$ cat src/rtl/pusc_pkg.sv
package pusc_pkg;

  // ****************************************
  // command codes and register layout
  // ****************************************
  localparam logic [7:0] PUSC_CMD_USER_CFG = 8'hD1;
  localparam logic [7:0] PUSC_CMD_SHARE_CFG = 8'hD2;
  localparam logic [15:0] PUSC_USER_RST = 16'h2011;
  localparam logic [15:0] PUSC_SHARE_RST = 16'h0000;
  // writable bits; writes zero transmit bits 7, 4, 3 and reserved bits; reset sets bit 4
  localparam logic [15:0] PUSC_USER_WMASK = 16'hEB67;
  localparam logic [15:0] PUSC_SHARE_WMASK = 16'h1FFD;

  localparam int PUSC_U_MINDUTY_LSB = 14;
  localparam int PUSC_U_MINDUTY_EN = 13;
  localparam int PUSC_U_SYNC_TMO = 11;
  localparam int PUSC_U_FF_OFF = 9;
  localparam int PUSC_U_FSPREAD = 8;
  localparam int PUSC_U_TX_RATE = 7;
  localparam int PUSC_U_SYNC_UTIL = 6;
  localparam int PUSC_U_SYNC_OUT = 5;
  localparam int PUSC_U_TX_INH = 4;
  localparam int PUSC_U_TMO_INH = 3;
  localparam int PUSC_U_LS_ON = 2;
  localparam int PUSC_U_STBY_LSB = 0;
  localparam int PUSC_S_ID_LSB = 8;
  localparam int PUSC_S_MEMBERS_LSB = 5;
  localparam int PUSC_S_POS_LSB = 2;
  localparam int PUSC_S_EN = 0;

  localparam logic [1:0] PUSC_STBY_LOWPWR = 2'h0;
  localparam logic [1:0] PUSC_STBY_CONT = 2'h1;
  localparam logic [1:0] PUSC_STBY_RSVD = 2'h2;
  localparam logic [1:0] PUSC_STBY_PULSED = 2'h3;

  // ****************************************
  // timing
  // ****************************************
  localparam longint PUSC_CLK_HZ = 200_000_000;
  localparam longint PUSC_SYNC_OFF_MS = 500;
  localparam longint PUSC_SYNC_OFF_CYC = PUSC_SYNC_OFF_MS * PUSC_CLK_HZ / 1000;
  localparam int PUSC_SYNC_OFF_CW = 27;
  localparam logic [7:0] PUSC_EXT_CLK_WIN_CYC = 8'hFF;

  // ****************************************
  // types
  // ****************************************
  typedef enum logic [1:0] {PUSC_SO_RUN, PUSC_SO_WAIT, PUSC_SO_OFF} pusc_sync_off_t;

  typedef struct packed {
    logic valid;
    logic write;
    logic [7:0] code;
    logic [15:0] wdata;
  } pusc_cmd_t;

  typedef struct packed {
    logic ack;
    logic err;
    logic [15:0] rdata;
  } pusc_rsp_t;

  typedef struct packed {
    logic min_duty_en;
    logic [2:0] min_duty_num;
    logic ff_correct_en;
    logic use_ext_clk;
    logic low_side_on;
    logic low_power;
    logic monitor_cont;
    logic monitor_pulsed;
    logic telemetry_avail;
  } pusc_ctrl_t;

  typedef struct packed {
    logic member;
    logic [4:0] rail_id;
    logic [2:0] members_m1;
    logic [2:0] position;
    logic id_mismatch;
  } pusc_share_t;

endpackage : pusc_pkg

$ cat src/rtl/pusc_sync2.sv
`timescale 1ns/100ps
module pusc_sync2 import pusc_pkg::*; #(
  parameter int W = 1
) (
  input wire logic i_clock,
  input wire logic i_rst,
  input wire logic [W-1:0] i_async,
  output logic [W-1:0] o_sync
);

  typedef struct packed {
    logic [W-1:0] s1;
    logic [W-1:0] s2;
  } pusc_sync_state_t;

  pusc_sync_state_t st_reg;
  pusc_sync_state_t st_next;

  // first stage feeds only the second stage
  always_comb begin
    st_next.s1 = i_async;
    st_next.s2 = st_reg.s1;
  end

  always_ff @(posedge i_clock) begin
    if (i_rst) begin
      st_reg <= '0;
    end else begin
      st_reg <= st_next;
    end
  end

  assign o_sync = st_reg.s2;

endmodule : pusc_sync2

$ cat src/rtl/pusc_sync_timeout.sv
`timescale 1ns/100ps
module pusc_sync_timeout import pusc_pkg::*; #(
  parameter int CW = PUSC_SYNC_OFF_CW,
  parameter logic [CW-1:0] CYCLES = CW'(PUSC_SYNC_OFF_CYC)
) (
  input wire logic i_clock,
  input wire logic i_rst,
  input wire logic i_enabled,
  input wire logic i_tmo_en,
  output logic o_drive_allow
);

  typedef struct packed {
    pusc_sync_off_t state;
    logic [CW-1:0] cnt;
  } pusc_tmo_state_t;

  pusc_tmo_state_t st_reg;
  pusc_tmo_state_t st_next;

  // ****************************************
  // disable timeout of the switch clock
  // ****************************************
  always_comb begin
    st_next = st_reg;
    case (st_reg.state)
      PUSC_SO_RUN: begin
        st_next.cnt = '0;
        if (!i_enabled && i_tmo_en) begin
          st_next.state = PUSC_SO_WAIT;
        end
      end
      PUSC_SO_WAIT: begin
        if (i_enabled || !i_tmo_en) begin
          st_next.state = PUSC_SO_RUN;
        end else if (st_reg.cnt == CYCLES - CW'(1)) begin
          st_next.state = PUSC_SO_OFF;
        end else begin
          st_next.cnt = st_reg.cnt + CW'(1);
        end
      end
      PUSC_SO_OFF: begin
        if (i_enabled || !i_tmo_en) begin
          st_next.state = PUSC_SO_RUN;
        end
      end
      default: begin
        st_next.state = PUSC_SO_RUN;
      end
    endcase
  end

  always_ff @(posedge i_clock) begin
    if (i_rst) begin
      st_reg <= '{state: PUSC_SO_RUN, cnt: '0};
    end else begin
      st_reg <= st_next;
    end
  end

  assign o_drive_allow = (st_reg.state != PUSC_SO_OFF);

  chk_off_after_delay: assert property (@(posedge i_clock) disable iff (i_rst)
    (st_reg.state == PUSC_SO_WAIT && st_next.state == PUSC_SO_OFF)
      |-> st_reg.cnt == CYCLES - CW'(1))
    else $error("switch clock stopped at wrong count");

  chk_off_only_disabled: assert property (@(posedge i_clock) disable iff (i_rst)
    !o_drive_allow |-> $past(!i_enabled) && $past(i_tmo_en))
    else $error("switch clock stopped while enabled or timeout off");

endmodule : pusc_sync_timeout

$ cat src/rtl/pusc_config.sv
`timescale 1ns/100ps
// Summary of operation
// - ramp minimum duty is (N+1)/256 from bits 15:14, only when bit 13 set.
// - timeout bit set stops switch-clock output 500 ms after disable.
// - feed-forward bit clear corrects loop coefficients for supply; set disables it.
// - spreading clear ignores foreign faults unless sequencing, then sequence down outward.
// - spreading set shuts down at once on a fault from the fault group.
// - utilization clear auto-configures clock from pin; set uses external clock input.
// - output bit set drives internal switch clock onto the pin unless utilization is set; clear is input.
// - the three bus-transmit bits are zeroed on every write; reset sets bit 4.
// - while disabled, low-side drive follows the low-side control bit.
// - standby 00 while disabled enters low power, no telemetry.
// - standby 01 monitors continuously; 11 pulsed, telemetry on read; 10 reserved.
// - user feature register resets to 2011h.
// - share register upper byte holds the rail link ID 0 to 31.
// - bits 4:2 give this device's position within its share rail.
// - share control bit 0 at 1 makes the device a rail member, 0 standalone.
// - share register resets to 0000h, single-phase, no share rail.
// - the link ID identifies the rail; share members use the share register ID and flag a mismatch with the link ID.
module pusc_config import pusc_pkg::*; #(
  parameter int SYNC_OFF_CW = PUSC_SYNC_OFF_CW,
  parameter logic [SYNC_OFF_CW-1:0] SYNC_OFF_CYCLES = SYNC_OFF_CW'(PUSC_SYNC_OFF_CYC)
) (
  input wire logic i_clock,
  input wire logic i_rst,
  input wire pusc_cmd_t i_cmd,
  output pusc_rsp_t o_rsp,
  input wire logic i_enable,
  input wire logic i_seq_en,
  input wire logic i_fault_rx,
  input wire logic i_fault_in_group,
  input wire logic [4:0] i_link_id,
  input wire logic i_telem_read,
  input wire logic i_int_sw_clk,
  input wire logic i_sync_i,
  output logic o_sync_o,
  output logic o_sync_oe,
  output logic o_sw_clk,
  output pusc_ctrl_t o_ctrl,
  output pusc_share_t o_share,
  output logic o_shutdown_now,
  output logic o_seq_down_req,
  output logic o_telem_sample
);

  typedef struct packed {
    logic [15:0] user;
    logic [15:0] share;
    pusc_rsp_t rsp;
    logic sync_prev;
    logic [7:0] ext_win;
    pusc_ctrl_t ctrl;
    pusc_share_t shr;
    logic sync_o;
    logic sync_oe;
    logic sw_clk;
    logic shutdown;
    logic seq_down;
    logic telem_sample;
  } pusc_cfg_state_t;

  pusc_cfg_state_t st_reg;
  pusc_cfg_state_t st_next;
  logic sync_in;
  logic sync_allow;

  // ****************************************
  // pin synchroniser and clock timeout
  // ****************************************
  pusc_sync2 #(
    .W(1)
  ) u_sync_pin (
    .i_clock(i_clock),
    .i_rst(i_rst),
    .i_async(i_sync_i),
    .o_sync(sync_in)
  );

  pusc_sync_timeout #(
    .CW(SYNC_OFF_CW),
    .CYCLES(SYNC_OFF_CYCLES)
  ) u_sync_tmo (
    .i_clock(i_clock),
    .i_rst(i_rst),
    .i_enabled(i_enable),
    .i_tmo_en(st_reg.user[PUSC_U_SYNC_TMO]),
    .o_drive_allow(sync_allow)
  );

  // ****************************************
  // next state
  // ****************************************
  always_comb begin
    logic [1:0] stby;
    logic ext_present;
    logic use_ext;
    stby = st_reg.user[PUSC_U_STBY_LSB +: 2];
    ext_present = 1'b0;
    use_ext = 1'b0;
    st_next = st_reg;
    st_next.rsp.ack = 1'b0;
    st_next.rsp.err = 1'b0;

    // command port; masks zero reserved and transmit bits on every write
    if (i_cmd.valid) begin
      st_next.rsp.ack = 1'b1;
      case (i_cmd.code)
        PUSC_CMD_USER_CFG: begin
          if (i_cmd.write) begin
            st_next.user = i_cmd.wdata & PUSC_USER_WMASK;
          end else begin
            st_next.rsp.rdata = st_reg.user;
          end
        end
        PUSC_CMD_SHARE_CFG: begin
          if (i_cmd.write) begin
            st_next.share = i_cmd.wdata & PUSC_SHARE_WMASK;
          end else begin
            st_next.rsp.rdata = st_reg.share;
          end
        end
        default: begin
          st_next.rsp.err = 1'b1;
          st_next.rsp.rdata = 16'h0000;
        end
      endcase
    end

    // external clock seen recently on the pin; window avoids a stuck pin counting
    st_next.sync_prev = sync_in;
    if (sync_in && !st_reg.sync_prev) begin
      st_next.ext_win = PUSC_EXT_CLK_WIN_CYC;
    end else if (st_reg.ext_win != 8'h00) begin
      st_next.ext_win = st_reg.ext_win - 8'h01;
    end
    ext_present = (st_reg.ext_win != 8'h00);

    // clock source: forced external, or auto from pin activity
    if (st_reg.user[PUSC_U_SYNC_UTIL]) begin
      use_ext = 1'b1;
    end else begin
      use_ext = ext_present && !st_reg.user[PUSC_U_SYNC_OUT];
    end
    st_next.sw_clk = use_ext ? sync_in : i_int_sw_clk;
    st_next.sync_o = i_int_sw_clk;
    st_next.sync_oe = st_reg.user[PUSC_U_SYNC_OUT] && !use_ext && sync_allow;

    // loop and ramp controls
    st_next.ctrl.min_duty_en = st_reg.user[PUSC_U_MINDUTY_EN];
    st_next.ctrl.min_duty_num = {1'b0, st_reg.user[PUSC_U_MINDUTY_LSB +: 2]} + 3'h1;
    st_next.ctrl.ff_correct_en = !st_reg.user[PUSC_U_FF_OFF];
    st_next.ctrl.use_ext_clk = use_ext;
    st_next.ctrl.low_side_on = !i_enable && st_reg.user[PUSC_U_LS_ON];

    // standby; reserved code treated as low power
    st_next.ctrl.low_power = !i_enable &&
      (stby == PUSC_STBY_LOWPWR || stby == PUSC_STBY_RSVD);
    st_next.ctrl.monitor_cont = !i_enable && stby == PUSC_STBY_CONT;
    st_next.ctrl.monitor_pulsed = !i_enable && stby == PUSC_STBY_PULSED;
    st_next.ctrl.telemetry_avail = i_enable || stby == PUSC_STBY_CONT;
    st_next.telem_sample = i_telem_read &&
      (i_enable || stby == PUSC_STBY_CONT || stby == PUSC_STBY_PULSED);

    // fault spreading over the inter-device link
    st_next.shutdown = i_fault_rx && i_fault_in_group && st_reg.user[PUSC_U_FSPREAD];
    st_next.seq_down = i_fault_rx && !st_reg.user[PUSC_U_FSPREAD] && i_seq_en;

    // current-share placement; standalone uses the link ID
    st_next.shr.member = st_reg.share[PUSC_S_EN];
    st_next.shr.rail_id = st_reg.share[PUSC_S_EN] ?
      st_reg.share[PUSC_S_ID_LSB +: 5] : i_link_id;
    st_next.shr.members_m1 = st_reg.share[PUSC_S_MEMBERS_LSB +: 3];
    st_next.shr.position = st_reg.share[PUSC_S_POS_LSB +: 3];
    st_next.shr.id_mismatch = st_reg.share[PUSC_S_EN] &&
      (st_reg.share[PUSC_S_ID_LSB +: 5] != i_link_id);
  end

  // ****************************************
  // state register
  // ****************************************
  always_ff @(posedge i_clock) begin
    if (i_rst) begin
      st_reg <= '0;
      st_reg.user <= PUSC_USER_RST;
      st_reg.share <= PUSC_SHARE_RST;
      st_reg.ctrl.min_duty_num <= 3'h1;
      st_reg.ctrl.ff_correct_en <= 1'b1;
    end else begin
      st_reg <= st_next;
    end
  end

  assign o_rsp = st_reg.rsp;
  assign o_ctrl = st_reg.ctrl;
  assign o_share = st_reg.shr;
  assign o_sync_o = st_reg.sync_o;
  assign o_sync_oe = st_reg.sync_oe;
  assign o_sw_clk = st_reg.sw_clk;
  assign o_shutdown_now = st_reg.shutdown;
  assign o_seq_down_req = st_reg.seq_down;
  assign o_telem_sample = st_reg.telem_sample;

  // ****************************************
  // checks
  // ****************************************
  chk_user_reset_val: assert property (@(posedge i_clock)
    $past(i_rst) |-> st_reg.user == 16'h2011)
    else $error("user register reset value wrong");

  chk_share_reset_val: assert property (@(posedge i_clock)
    $past(i_rst) |-> st_reg.share == 16'h0000 && !o_share.member)
    else $error("share register reset value wrong");

  chk_tx_bits_zero: assert property (@(posedge i_clock) disable iff (i_rst)
    (i_cmd.valid && i_cmd.write && i_cmd.code == PUSC_CMD_USER_CFG)
      |=> st_reg.user[7] == 1'b0 && st_reg.user[4:3] == 2'b00 &&
          st_reg.user[13] == $past(i_cmd.wdata[13]))
    else $error("transmit bits not held at zero");

  chk_rsvd_read_zero: assert property (@(posedge i_clock) disable iff (i_rst)
    (i_cmd.valid && !i_cmd.write && i_cmd.code == PUSC_CMD_SHARE_CFG)
      |=> o_rsp.ack && o_rsp.rdata[15:13] == 3'b000 && o_rsp.rdata[1] == 1'b0)
    else $error("reserved share bits read non-zero");

  chk_min_duty_num: assert property (@(posedge i_clock) disable iff (i_rst)
    !$past(i_rst)
      |-> o_ctrl.min_duty_num == {1'b0, $past(st_reg.user[15:14])} + 3'h1 &&
          o_ctrl.min_duty_en == $past(st_reg.user[13]))
    else $error("minimum duty output wrong");

  chk_ff_correct: assert property (@(posedge i_clock) disable iff (i_rst)
    !$past(i_rst) |-> o_ctrl.ff_correct_en == !$past(st_reg.user[9]))
    else $error("feed-forward correction wrong");

  chk_shutdown_now: assert property (@(posedge i_clock) disable iff (i_rst)
    (i_fault_rx && i_fault_in_group && st_reg.user[8]) |=> o_shutdown_now && !o_seq_down_req)
    else $error("group fault did not shut down");

  chk_fault_ignored: assert property (@(posedge i_clock) disable iff (i_rst)
    (i_fault_rx && !st_reg.user[8]) |=> !o_shutdown_now && o_seq_down_req == $past(i_seq_en))
    else $error("foreign fault handled wrongly");

  chk_low_side_off: assert property (@(posedge i_clock) disable iff (i_rst)
    o_ctrl.low_side_on |-> $past(!i_enable) && $past(st_reg.user[2]))
    else $error("low-side drive on without cause");

  chk_low_power: assert property (@(posedge i_clock) disable iff (i_rst)
    o_ctrl.low_power |-> $past(!i_enable) && !o_ctrl.telemetry_avail && !o_ctrl.monitor_cont)
    else $error("low power mode with telemetry");

  chk_pulsed_read: assert property (@(posedge i_clock) disable iff (i_rst)
    (i_telem_read && !i_enable && st_reg.user[1:0] == PUSC_STBY_PULSED) |=> o_telem_sample)
    else $error("pulsed monitor missed read");

  chk_sync_drive: assert property (@(posedge i_clock) disable iff (i_rst)
    o_sync_oe |-> $past(st_reg.user[5]) && $past(!st_reg.user[6]))
    else $error("sync pin driven while input only");

  chk_share_member: assert property (@(posedge i_clock) disable iff (i_rst)
    !$past(i_rst)
      |-> o_share.member == $past(st_reg.share[0]) &&
          o_share.position == $past(st_reg.share[4:2]))
    else $error("share membership wrong");

  chk_shutdown_cause: assert property (@(posedge i_clock) disable iff (i_rst)
    o_shutdown_now |-> $past(i_fault_rx && i_fault_in_group && st_reg.user[8]))
    else $error("shutdown without group fault");

  chk_seq_down_cause: assert property (@(posedge i_clock) disable iff (i_rst)
    o_seq_down_req |-> $past(i_fault_rx && !st_reg.user[8] && i_seq_en))
    else $error("sequence down without cause");

  chk_ext_forced: assert property (@(posedge i_clock) disable iff (i_rst)
    (!$past(i_rst) && $past(st_reg.user[6])) |-> o_ctrl.use_ext_clk)
    else $error("forced external clock not used");

  chk_sync_oe_on: assert property (@(posedge i_clock) disable iff (i_rst)
    (!$past(i_rst) && $past(st_reg.user[5] && !st_reg.user[6] && sync_allow)) |-> o_sync_oe)
    else $error("sync pin not driven");

  chk_low_side_on: assert property (@(posedge i_clock) disable iff (i_rst)
    (!$past(i_rst) && $past(!i_enable && st_reg.user[2])) |-> o_ctrl.low_side_on)
    else $error("low-side drive not on while disabled");

  chk_no_telem_lowpwr: assert property (@(posedge i_clock) disable iff (i_rst)
    o_telem_sample |-> $past(i_telem_read) && $past(i_enable || st_reg.user[0]))
    else $error("telemetry sampled in low power");

  chk_cont_monitor: assert property (@(posedge i_clock) disable iff (i_rst)
    (!$past(i_rst) && $past(!i_enable && st_reg.user[1:0] == PUSC_STBY_CONT))
      |-> o_ctrl.monitor_cont && o_ctrl.telemetry_avail)
    else $error("continuous monitor not active");

  chk_rail_id_share: assert property (@(posedge i_clock) disable iff (i_rst)
    (!$past(i_rst) && $past(st_reg.share[0]))
      |-> o_share.rail_id == $past(st_reg.share[12:8]))
    else $error("member rail id not from share register");

  chk_rail_id_link: assert property (@(posedge i_clock) disable iff (i_rst)
    (!$past(i_rst) && !$past(st_reg.share[0]))
      |-> o_share.rail_id == $past(i_link_id) && !o_share.id_mismatch)
    else $error("standalone rail id not from link id");

endmodule : pusc_config

$ cat config.mk
export PLATFORM = sky130hd
export DESIGN_NAME = pusc_config
export DESIGN_NICKNAME = d
export VERILOG_FILES = /design/src/rtl/pusc_pkg.sv /design/src/rtl/pusc_sync2.sv /design/src/rtl/pusc_sync_timeout.sv /design/src/rtl/pusc_config.sv
export SDC_FILE = /design/constraint.sdc
export NUM_CORES = 1
export LEC_CHECK = 0
export BUFFER_PORTS_ARGS = -buffer_cell sky130_fd_sc_hd__buf_2
export CORE_ASPECT_RATIO = 0.75
export CORE_MARGIN = 3
export CORE_UTILIZATION = 56
export CTS_BUF_LIST = sky130_fd_sc_hd__clkbuf_8 sky130_fd_sc_hd__clkbuf_16
export CTS_CLUSTER_DIAMETER = 200
export DETAILED_ROUTE_END_ITERATION = 12
export PLACE_DENSITY = 0.8
export SLEW_MARGIN = 20
export SYNTH_ARGS = -nofsm -noshare
export SYNTH_HDL_FRONTEND = slang
export SYNTH_SLANG_ARGS = --single-unit
export TNS_END_PERCENT = 5
$ cat constraint.sdc
create_clock -name i_clock -period 2.8 [get_ports i_clock]
set_clock_uncertainty 0.15 [all_clocks]
set_input_delay 0.56 -clock i_clock [delete_from_list [all_inputs] [get_ports i_clock]]
set_output_delay 0.56 -clock i_clock [all_outputs]
set_load 0.01 [all_outputs]
==> results of run 1 <==
==> worst paths after layout <==
kind                                      startpoint               endpoint  slack (ps)  cells after the start
worst min-delay path                       i_cmd[13]            st_next[29]         270                      2
worst max register to register  u_sync_tmo.st_reg[0]  u_sync_tmo.st_reg[24]         350                      6
worst max-delay path            u_sync_tmo.st_reg[0]  u_sync_tmo.st_reg[24]         350                      6
worst min register to register            st_reg[82]              o_ctrl[6]         300                      1
==> through the flow <==
step,setup slack (ps),cells
global placement,407,681
floorplan,558,541
global route,220,696
detailed placement,316,681
CTS,391,696
finish,348,696
==> layer usage <==
metal	global-route usage	up-vias	routed length (um)
li1	-	1990	-
met1	0.339	1948	5480
met2	0.365	184	5230
met3	0.0677	18	1100
met4	0.0490	0	123
met5	0	-	0
==> critical path, stage by stage (launching register included) <==
cell and delay (ps):
dfxtp_1 360, ha_1 240, and4_1 350, nand2_1 230, o31ai_4 520, nor2_1 150
a221o_1 340
==> power by group through the flow <==
stage	clock [mW]	sequential [mW]	combinational, mW
final	1.42	1.72	0.431
after global routing	1.51	1.73	0.487
after CTS	1.44	1.72	0.428
after detailed placement	0	1.76	0.424
after global placement	0	1.75	0.397
after floorplan	0	1.75	0.325
==> Yosys cell counts (4+ instances only) <==
cell type	number
dfxtp_1	112
nor2_1	59
buf_4	46
mux2i_1	27
nand2_1	25
nor2b_1	20
inv_1	19
nand3_1	17
nor3_1	14
a21oi_1	13
a31oi_1	12
or4_1	12
clkbuf_1	11
o211ai_1	9
a221oi_1	8
a22oi_1	8
nand4_1	8
nor4_1	8
and3_1	7
nand2b_1	6
o21ai_1	6
xnor2_1	6
and2_1	4
and4_1	4
buf_1	4
buf_2	4
ha_1	4
o21a_1	4
o31a_1	4
o31ai_1	4
xor2_1	4
==> final cells by class <==
type                    count  area share
inverters                  19      0.0127
clock buffers               9      0.0403
flip-flops and latches    112       0.401
multi-input cells         343       0.406
well taps                 108      0.0242
clock inverters             6      0.0197
repair buffers             99      0.0962
==> kinds of logic after synthesis <==
| logic type | synth area share |
|---|---|
| AND/OR/NAND/NOR | 0.233 |
| flip-flops | 0.445 |
| AO/OA/AOI/OAI | 0.133 |
| buffers and inverters | 0.104 |
| multiplexers | 0.0581 |
| XOR/XNOR | 0.0174 |
| adder cells (fa/ha/maj) | 0.00993 |
==> key figures, run 1 <==
Final layout
  – Most frequent cells in the layout: dfxtp_1, buf_2, nor2_1, mux2i_1, nand2_1
  – Antenna diode count: 0
  – Area growth, synth to finish: 11.0%
  – Number of flip-flops in the largest register: 29
  – Fillers: 666
  – Area of the multi-input gates: 2270 um2
  – Final Cell Area: ~5600 um2
  – Register area: 2240 um2
  – Fin nets: 628
  – Post-Route Utilization: 0.651
  – Share of cells above drive strength 1: 0.221
  – Most common cell after layout, fill and taps aside: dfxtp_1

Placement
  – Final GP Congestion: 0.988
  – Port-buffer cells: 87
  – HPWL Detailed: between 8 and 9 mm
  – DP Area: 5260 um2

STA
  – Setup violators final: 0
  – Final hold vios: 0
  – Total negative slack: 0 ps
  – Final Max Slew Viols: 0
  – Worst-margin pin slew: about 560 ps
  – Final period util: 0.876
  – Relative slew slack: 0.623
  – Hold WS: 272 ps
  – RSZ-0062 raised after global routing: false
  – Final min period: 2450 ps
  – Fmax: 408 MHz

Clock network
  – # hold bufs at CTS: 0
  – Worst skew pair latency: 340 ps
  – Clk sink count: 112
  – Buffer depth of the longest clock path: 2
  – Clock buffer count from CTS: 9
  – Post-cts resize count: 0
  – Root Buffer: clkbuf_16
  – Post-CTS Setup Inserts: 0
  – H-tree Lvls: 3
  – TritonCTS clock tree: done
  – Clk slew on worst S/H paths: about 70 ps

Yosys
  – Register bit total from synthesis: about 110
  – Mapped Avg Cell Area: about 9.3 um2
  – Synth top area share: 0.445
  – Ys async rst share: 0
  – Synth top area cells: dfxtp_1, buf_4, mux2i_1
  – Post-synth top area cell: dfxtp_1
  – EDFF count, synth: 0
  – Synth Flop Type: dfxtp_1
  – Syn. warnings: 0
  – Mapped Cells: about 540
  – Yosys cell types: 65
  – Cell Area, Synth: 5040 um2
  – Post-Syn Nets: 585
  – Register area share after synthesis: 0.445

Detailed routing
  – Number of DRC markers in iteration 0: 328
  – Vias: between 4000 and 5000
  – Drt wl/cell: 17.1 um
  – DRC Markers: 0
  – Via density: 5.95
  – Antenna viol nets, final: 0
  – DRT Wirelength: 11.9 mm
  – DRT Pass-1 Iters: 5

Global routing
  – Initial antenna violation count: 0
  – Vias in the first global route: 3880
  – First-pass GRT wire length: about 19 mm
  – Gr usage total: 0.239
  – Total grt overflow: 0
  – Pin count of the biggest net entering global routing: 82

Status
  – Status: completed

Power and ir drop
  – Total power draw: 3.58 mW
  – Power Density: about 640 nW/um2
  – Net Sw Frac: 0.238
  – Leakage: approximately 2.2 nW
  – NetSw: 0.853 mW
  – Seq pwr share: 0.482
  – Int Pwr: 2.72 mW
  – Peak VDD IR: just over 0.0005 V
  – Clk pwr share: 0.398
  – Power share of the combinational group: 0.121

Hold path
  – Hold crit path type: input port to flip-flop

Setup path
  – Crit. End Element: flip-flop
  – Critical Path RT: roughly 2900 ps
  – Crit path DAT: 2530 ps
  – Crit Path Category: flip-flop to flip-flop
  – Critical Path Source Type: flip-flop
  – CP Max Fanout: 10

Die
  – Core Area: 8600 um2
  – Die area: 10200 um2
  – Die height: slightly below 90 um
  – Rows: 29
  – Initial Utilization: 0.586
  – Io pins: 88
  – Die width: 116 um

Run
  – Max Cap Viol: 0
(Power assumes the default switching activity.)
==> run 2, diff against run 1 <==
- CORE_UTILIZATION: 56 -> 55
- PLACE_DENSITY: 0.8 -> 0.79
==> key figures, run 2 (synthesis gave the netlist of run 1 again) <==
Status
  – Status: completed (unchanged)

Setup path
  – Crit Path Category: flip-flop to flip-flop (unchanged)
  – Critical Path Source Type: flip-flop (unchanged)
  – Crit. End Element: flip-flop (unchanged)
  – Critical Path RT: 2880 ps (about the same)
  – Flop2flop setup slack: 390 ps (was 350 ps)
  – CP Max Fanout: 8 (was 10)
  – Worst Reg-to-Reg Cells: 6 (unchanged)
  – Worst R2R End: u_sync_tmo.st_reg[24] (unchanged)
  – Crit path DAT: 2490 ps (was 2530 ps)
  – R2r startpoint: u_sync_tmo.st_reg[0] (unchanged)

Final layout
  – Number of flip-flops in the largest register: 29 (unchanged)
  – Most common cell after layout, fill and taps aside: dfxtp_1 (unchanged)
  – Share of cells above drive strength 1: 0.227 (was 0.221)
  – Area growth, synth to finish: 10.3% (was 11.0%)
  – Post-Layout Cell Count: 699 (was 696)
  – Most frequent cells in the layout: dfxtp_1, buf_2, nor2_1, mux2i_1, nand2_1 (unchanged)
  – Antenna diode count: 0 (unchanged)
  – Fin nets: 630 (was 628)

Detailed routing
  – Via density: 5.95 (about the same)
  – Number of DRC markers in iteration 0: 307 (was 328)
  – DRC Markers: 0 (unchanged)
  – Antenna viol nets, final: 0 (unchanged)
  – DRT Pass-1 Iters: 5 (unchanged)
  – DRT Wirelength: 11.7 mm (was 11.9 mm)
  – Drt wl/cell: 16.8 um (was 17.1 um)
  – Vias: 4158 (was 4140)

Clock network
  – Buffer depth of the longest clock path: 2 (unchanged)
  – Worst skew pair latency: 340 ps (about the same)
  – # hold bufs at CTS: 0 (unchanged)
  – H-tree Lvls: 3 (unchanged)
  – Clock buffer count from CTS: 9 (unchanged)
  – TritonCTS clock tree: done (unchanged)
  – Clk sink count: 112 (unchanged)
  – Root Buffer: clkbuf_16 (unchanged)
  – Post-CTS Setup Inserts: 0 (unchanged)
  – Post-cts resize count: 0 (unchanged)
  – Clk slew on worst S/H paths: 80 ps (was 70 ps)

STA
  – Final hold vios: 0 (unchanged)
  – Relative slew slack: 0.571 (was 0.623)
  – Fmax: 415 MHz (was 408 MHz)
  – Final min period: 2410 ps (was 2450 ps)
  – Final Max Slew Viols: 0 (unchanged)
  – Worst-margin pin slew: 644 ps (was 560 ps)
  – Post-route setup slack: 393 ps (was 348 ps)
  – Final period util: 0.860 (was 0.876)
  – Total negative slack: 0 ps (unchanged)
  – Setup violators final: 0 (unchanged)
  – RSZ-0062 raised after global routing: false (unchanged)

Placement
  – Placed cells: 683 (was 681)
  – Pre-CTS WS: 341 ps (was 316 ps)
  – HPWL Detailed: 8.38 mm (was 8.56 mm)
  – Port-buffer cells: 87 (unchanged)
  – Final GP Congestion: 0.898 (was 0.988)

Power and ir drop
  – Total power draw: 3.42 mW (was 3.58 mW)
  – Leakage: 2.15 nW (was 2.16 nW)
  – Peak VDD IR: 0.000334 V (was 0.000519 V)
  – Power Density: 615 nW/um2 (was 640 nW/um2)

Die
  – Io pins: 88 (unchanged)
  – Die width: 117 um (was 116 um)
  – Die height: 88.9 um (was 88.1 um)
  – Initial Utilization: 0.581 (was 0.586)
  – Die area: 10400 um2 (was 10200 um2)
  – Core Area: 8670 um2 (was 8600 um2)
  – Rows: 29 (unchanged)

Global routing
  – Total grt overflow: 0 (unchanged)
  – First-pass GRT wire length: 18.7 mm (was 19.1 mm)
  – Initial antenna violation count: 0 (unchanged)
  – Gr usage total: 0.231 (was 0.239)
  – Pin count of the biggest net entering global routing: 66 (was 82)
  – Vias in the first global route: 3795 (was 3880)

Hold path
  – Hold depth: 2 (unchanged)
  – Hold Path Origin: i_cmd[13] (unchanged)
  – Hold Crit Endpoint: st_next[29] (unchanged)
  – Hold crit path type: input port to flip-flop (unchanged)

Run
  – Max Cap Viol: 0 (unchanged)
-- run 2: cell count changes in the layout (fill, tap and decap cells not counted), sizes merged --
cell | before | now
bufinv | 3 | 0
clkinv | 1 | 2
inv | 20 | 23
clkinvlp | 1 | 0
clkbuf | 9 | 10
buf | 99 | 101
-- run 2: worst max path at each step --
stage,from,end,slack [ps],cells past startpoint
3_5_place_dp,i_cmd[19],st_next[12],340,7
6_report,u_sync_tmo.st_reg[0],u_sync_tmo.st_reg[24],390,6
3_3_place_gp,i_cmd[19],st_reg[67],410,7
2_1_floorplan,i_cmd[19],st_reg[67],560,7
4_1_cts,u_sync_tmo.st_reg[0],u_sync_tmo.st_reg[24],410,6
5_1_grt,u_sync_tmo.st_reg[0],u_sync_tmo.st_reg[23],270,7
-- run 2: layout make-up --
cell class | count | area, um2
Clock buffer | 10 | 239
Clock inverter | 6 | 57.6
Fill cell | 715 | 3110
Inverter | 19 | 71.3
Multi-Input combinational cell | 343 | 2270
Sequential cell | 112 | 2240
Tap cell | 108 | 135
Timing Repair Buffer | 101 | 541
-- run 2: power by group --
| part | leakage (nW) | internal, mW | switching [mW] |
|---|---|---|---|
| Clock | 0.147 | 0.651 | 0.614 |
| Combinational | 1.10 | 0.187 | 0.236 |
| Sequential | 0.910 | 1.67 | 0.0615 |
-- run 2: through the flow --
step	area, um2	util	hold WS (ps)
final	5560	0.641	277
after global routing	5560	0.641	280
after detailed placement	5260	0.607	258
after CTS	5560	0.641	269
after global placement	5260	0.607	252
after floorplan	5040	-	233
-- run 2: critical path, stage by stage (launching register included) --
cell,delay (ps)
dfxtp_1,380
ha_1,250
and4_1,300
nand2_1,240
o31a_1,470
and4_1,240
a221o_1,260
-- run 2: routing by layer --
metal  wire length (um)  track usage  up-vias
met5                  0            0        -
met2               5380        0.352      167
li1                   -            -     1990
met1               5330        0.328     1988
met4                111       0.0611        0
met3                927       0.0568       13
==> run 3, diff against run 2 <==
==> constraint.sdc (replaced) <==
create_clock -name i_clock -period 2.8 [get_ports i_clock]
set_clock_uncertainty 0.15 [all_clocks]
set_input_delay 0.28 -clock i_clock [delete_from_list [all_inputs] [get_ports i_clock]]
set_output_delay 0.28 -clock i_clock [all_outputs]
set_load 0.01 [all_outputs]
==> key figures, run 3 (synthesis gave the netlist of run 1 again) <==
Status
  – Status: completed (unchanged)

Clock network
  – Post-CTS Setup Inserts: 0 (unchanged)
  – Root Buffer: clkbuf_16 (unchanged)
  – Buffer depth of the longest clock path: 2 (unchanged)
  – Post-cts resize count: 0 (unchanged)
  – Clk slew on worst S/H paths: 80 ps (about the same)
  – # hold bufs at CTS: 0 (unchanged)
  – TritonCTS clock tree: done (unchanged)
  – H-tree Lvls: 3 (unchanged)
  – Worst skew pair latency: 340 ps (about the same)
  – Clk sink count: 112 (unchanged)
  – Clock buffer count from CTS: 9 (unchanged)

Final layout
  – Area growth, synth to finish: 9.93% (was 10.3%)
  – Final Cell Area: 5540 um2 (was 5560 um2)
  – Fin nets: 626 (was 630)
  – Most frequent cells in the layout: dfxtp_1, buf_2, nor2_1, mux2i_1, nand2_1 (unchanged)
  – Area of the multi-input gates: 2270 um2 (unchanged)
  – Register area: 2240 um2 (unchanged)
  – Share of cells above drive strength 1: 0.220 (was 0.227)
  – Number of flip-flops in the largest register: 29 (unchanged)
  – Post-Layout Cell Count: 695 (was 699)
  – Antenna diode count: 0 (unchanged)
  – Fillers: 707 (was 715)
  – Most common cell after layout, fill and taps aside: dfxtp_1 (unchanged)

Setup path
  – Crit path DAT: 2500 ps (was 2490 ps)
  – Critical Path RT: 2910 ps (was 2880 ps)
  – Critical Path Source Type: flip-flop (unchanged)
  – Crit Path Category: flip-flop to flip-flop (unchanged)
  – Most used cell, CP: nor2_1 (was and4_1)
  – Crit. End Element: flip-flop (unchanged)
  – CP Cell Sequence: nor2_1 -> nor2_1 -> nand2_1 -> o211ai_1 (was ha_1 -> and4_1 -> nand2_1 -> o31a_1 -> and4_1 -> a221o_1)
  – CP Max Fanout: 13 (was 8)
  – CP peak stage delay: 750 ps (was 470 ps)
  – Max stage delay cell, worst path: nor2_1 (was o31a_1)

STA
  – Final period util: 0.853 (was 0.860)
  – Final min period: 2390 ps (was 2410 ps)
  – Post-route setup slack: 411 ps (was 393 ps)
  – Final hold vios: 0 (unchanged)
  – Setup violators final: 0 (unchanged)
  – RSZ-0062 raised after global routing: false (unchanged)
  – Fmax: 419 MHz (was 415 MHz)
  – Final Max Slew Viols: 0 (unchanged)
  – Relative slew slack: 0.339 (was 0.571)
  – Total negative slack: 0 ps (unchanged)
  – Worst-margin pin slew: 988 ps (was 644 ps)

Global routing
  – Vias in the first global route: 3718 (was 3795)
  – First-pass GRT wire length: 18.5 mm (was 18.7 mm)
  – Initial antenna violation count: 0 (unchanged)
  – Total grt overflow: 0 (unchanged)
  – Pin count of the biggest net entering global routing: 85 (was 66)
  – Gr usage total: 0.226 (was 0.231)

Detailed routing
  – Number of DRC markers in iteration 0: 399 (was 307)
  – DRT Pass-1 Iters: 6 (was 5)
  – Antenna viol nets, final: 0 (unchanged)
  – DRC Markers: 0 (unchanged)
  – Vias: 4132 (was 4158)
  – DRT Wirelength: 11.8 mm (was 11.7 mm)
  – Drt wl/cell: 17.0 um (was 16.8 um)
  – Via density: 5.95 (about the same)

Die
  – Die height: 88.9 um (unchanged)
  – Die area: 10400 um2 (unchanged)
  – Io pins: 88 (unchanged)
  – Die width: 117 um (unchanged)
  – Core Area: 8670 um2 (unchanged)
  – Rows: 29 (unchanged)
  – Initial Utilization: 0.581 (unchanged)

Power and ir drop
  – Leakage: 2.13 nW (was 2.15 nW)
  – Power Density: 608 nW/um2 (was 615 nW/um2)
  – Peak VDD IR: 0.000391 V (was 0.000334 V)

Placement
  – DP Area: 5260 um2 (about the same)
  – Port-buffer cells: 87 (unchanged)
  – Placed cells: 679 (was 683)
  – HPWL Detailed: 8.37 mm (was 8.38 mm)
  – Pre-CTS WS: 438 ps (was 341 ps)
  – Final GP Congestion: 0.940 (was 0.898)

Hold path
  – Hold crit path type: input port to flip-flop (unchanged)

Run
  – Max Cap Viol: 0 (unchanged)
[run 3: where the power goes]
group / switching [mW] / total, mW / internal (mW)
logic: 0.236 / 0.426 / 0.190
clock network: 0.603 / 1.22 / 0.615
registers: 0.0558 / 1.72 / 1.67
[run 3: final cells by class]
| type | count | area share |
|---|---|---|
| multi-input cells | 343 | 0.410 |
| flip-flops and latches | 112 | 0.405 |
| clock buffers | 9 | 0.0407 |
| well taps | 108 | 0.0244 |
| repair buffers | 97 | 0.0967 |
| inverters | 19 | 0.0129 |
| clock inverters | 7 | 0.0104 |
[run 3: routing by layer]
metal | share of wire | global-route usage
met5 | 0 | 0
met4 | 0.015 | 0.0516
met2 | 0.44 | 0.332
met1 | 0.46 | 0.329
met3 | 0.088 | 0.0663
[run 3: per-stage QoR]
stage	utilization	power [mW]	hold WS, ps
final	0.639	3.37	7.29
after global routing	0.639	3.51	16.6
after global placement	0.606	2.15	248
after floorplan	-	2.07	207
after CTS	0.639	3.38	2.80
after detailed placement	0.606	2.17	252
[run 3: worst paths after layout]
path,slack [ps],startpoint,depth (start not counted),endpoint
min reg2reg,270,st_reg[82],1,o_ctrl[6]
max reg2reg,410,u_sync_tmo.st_reg[27],4,u_sync_tmo.st_reg[21]
max,410,u_sync_tmo.st_reg[27],4,u_sync_tmo.st_reg[21]
min,7,i_cmd[13],2,st_next[29]
[run 3: critical path: cells and delay by family, from the launching register on]
kind               cells  cell delay, ps
AOI/OAI and AO/OA      1             300
and+or+nand+nor        3            1320
DFF                    1             530
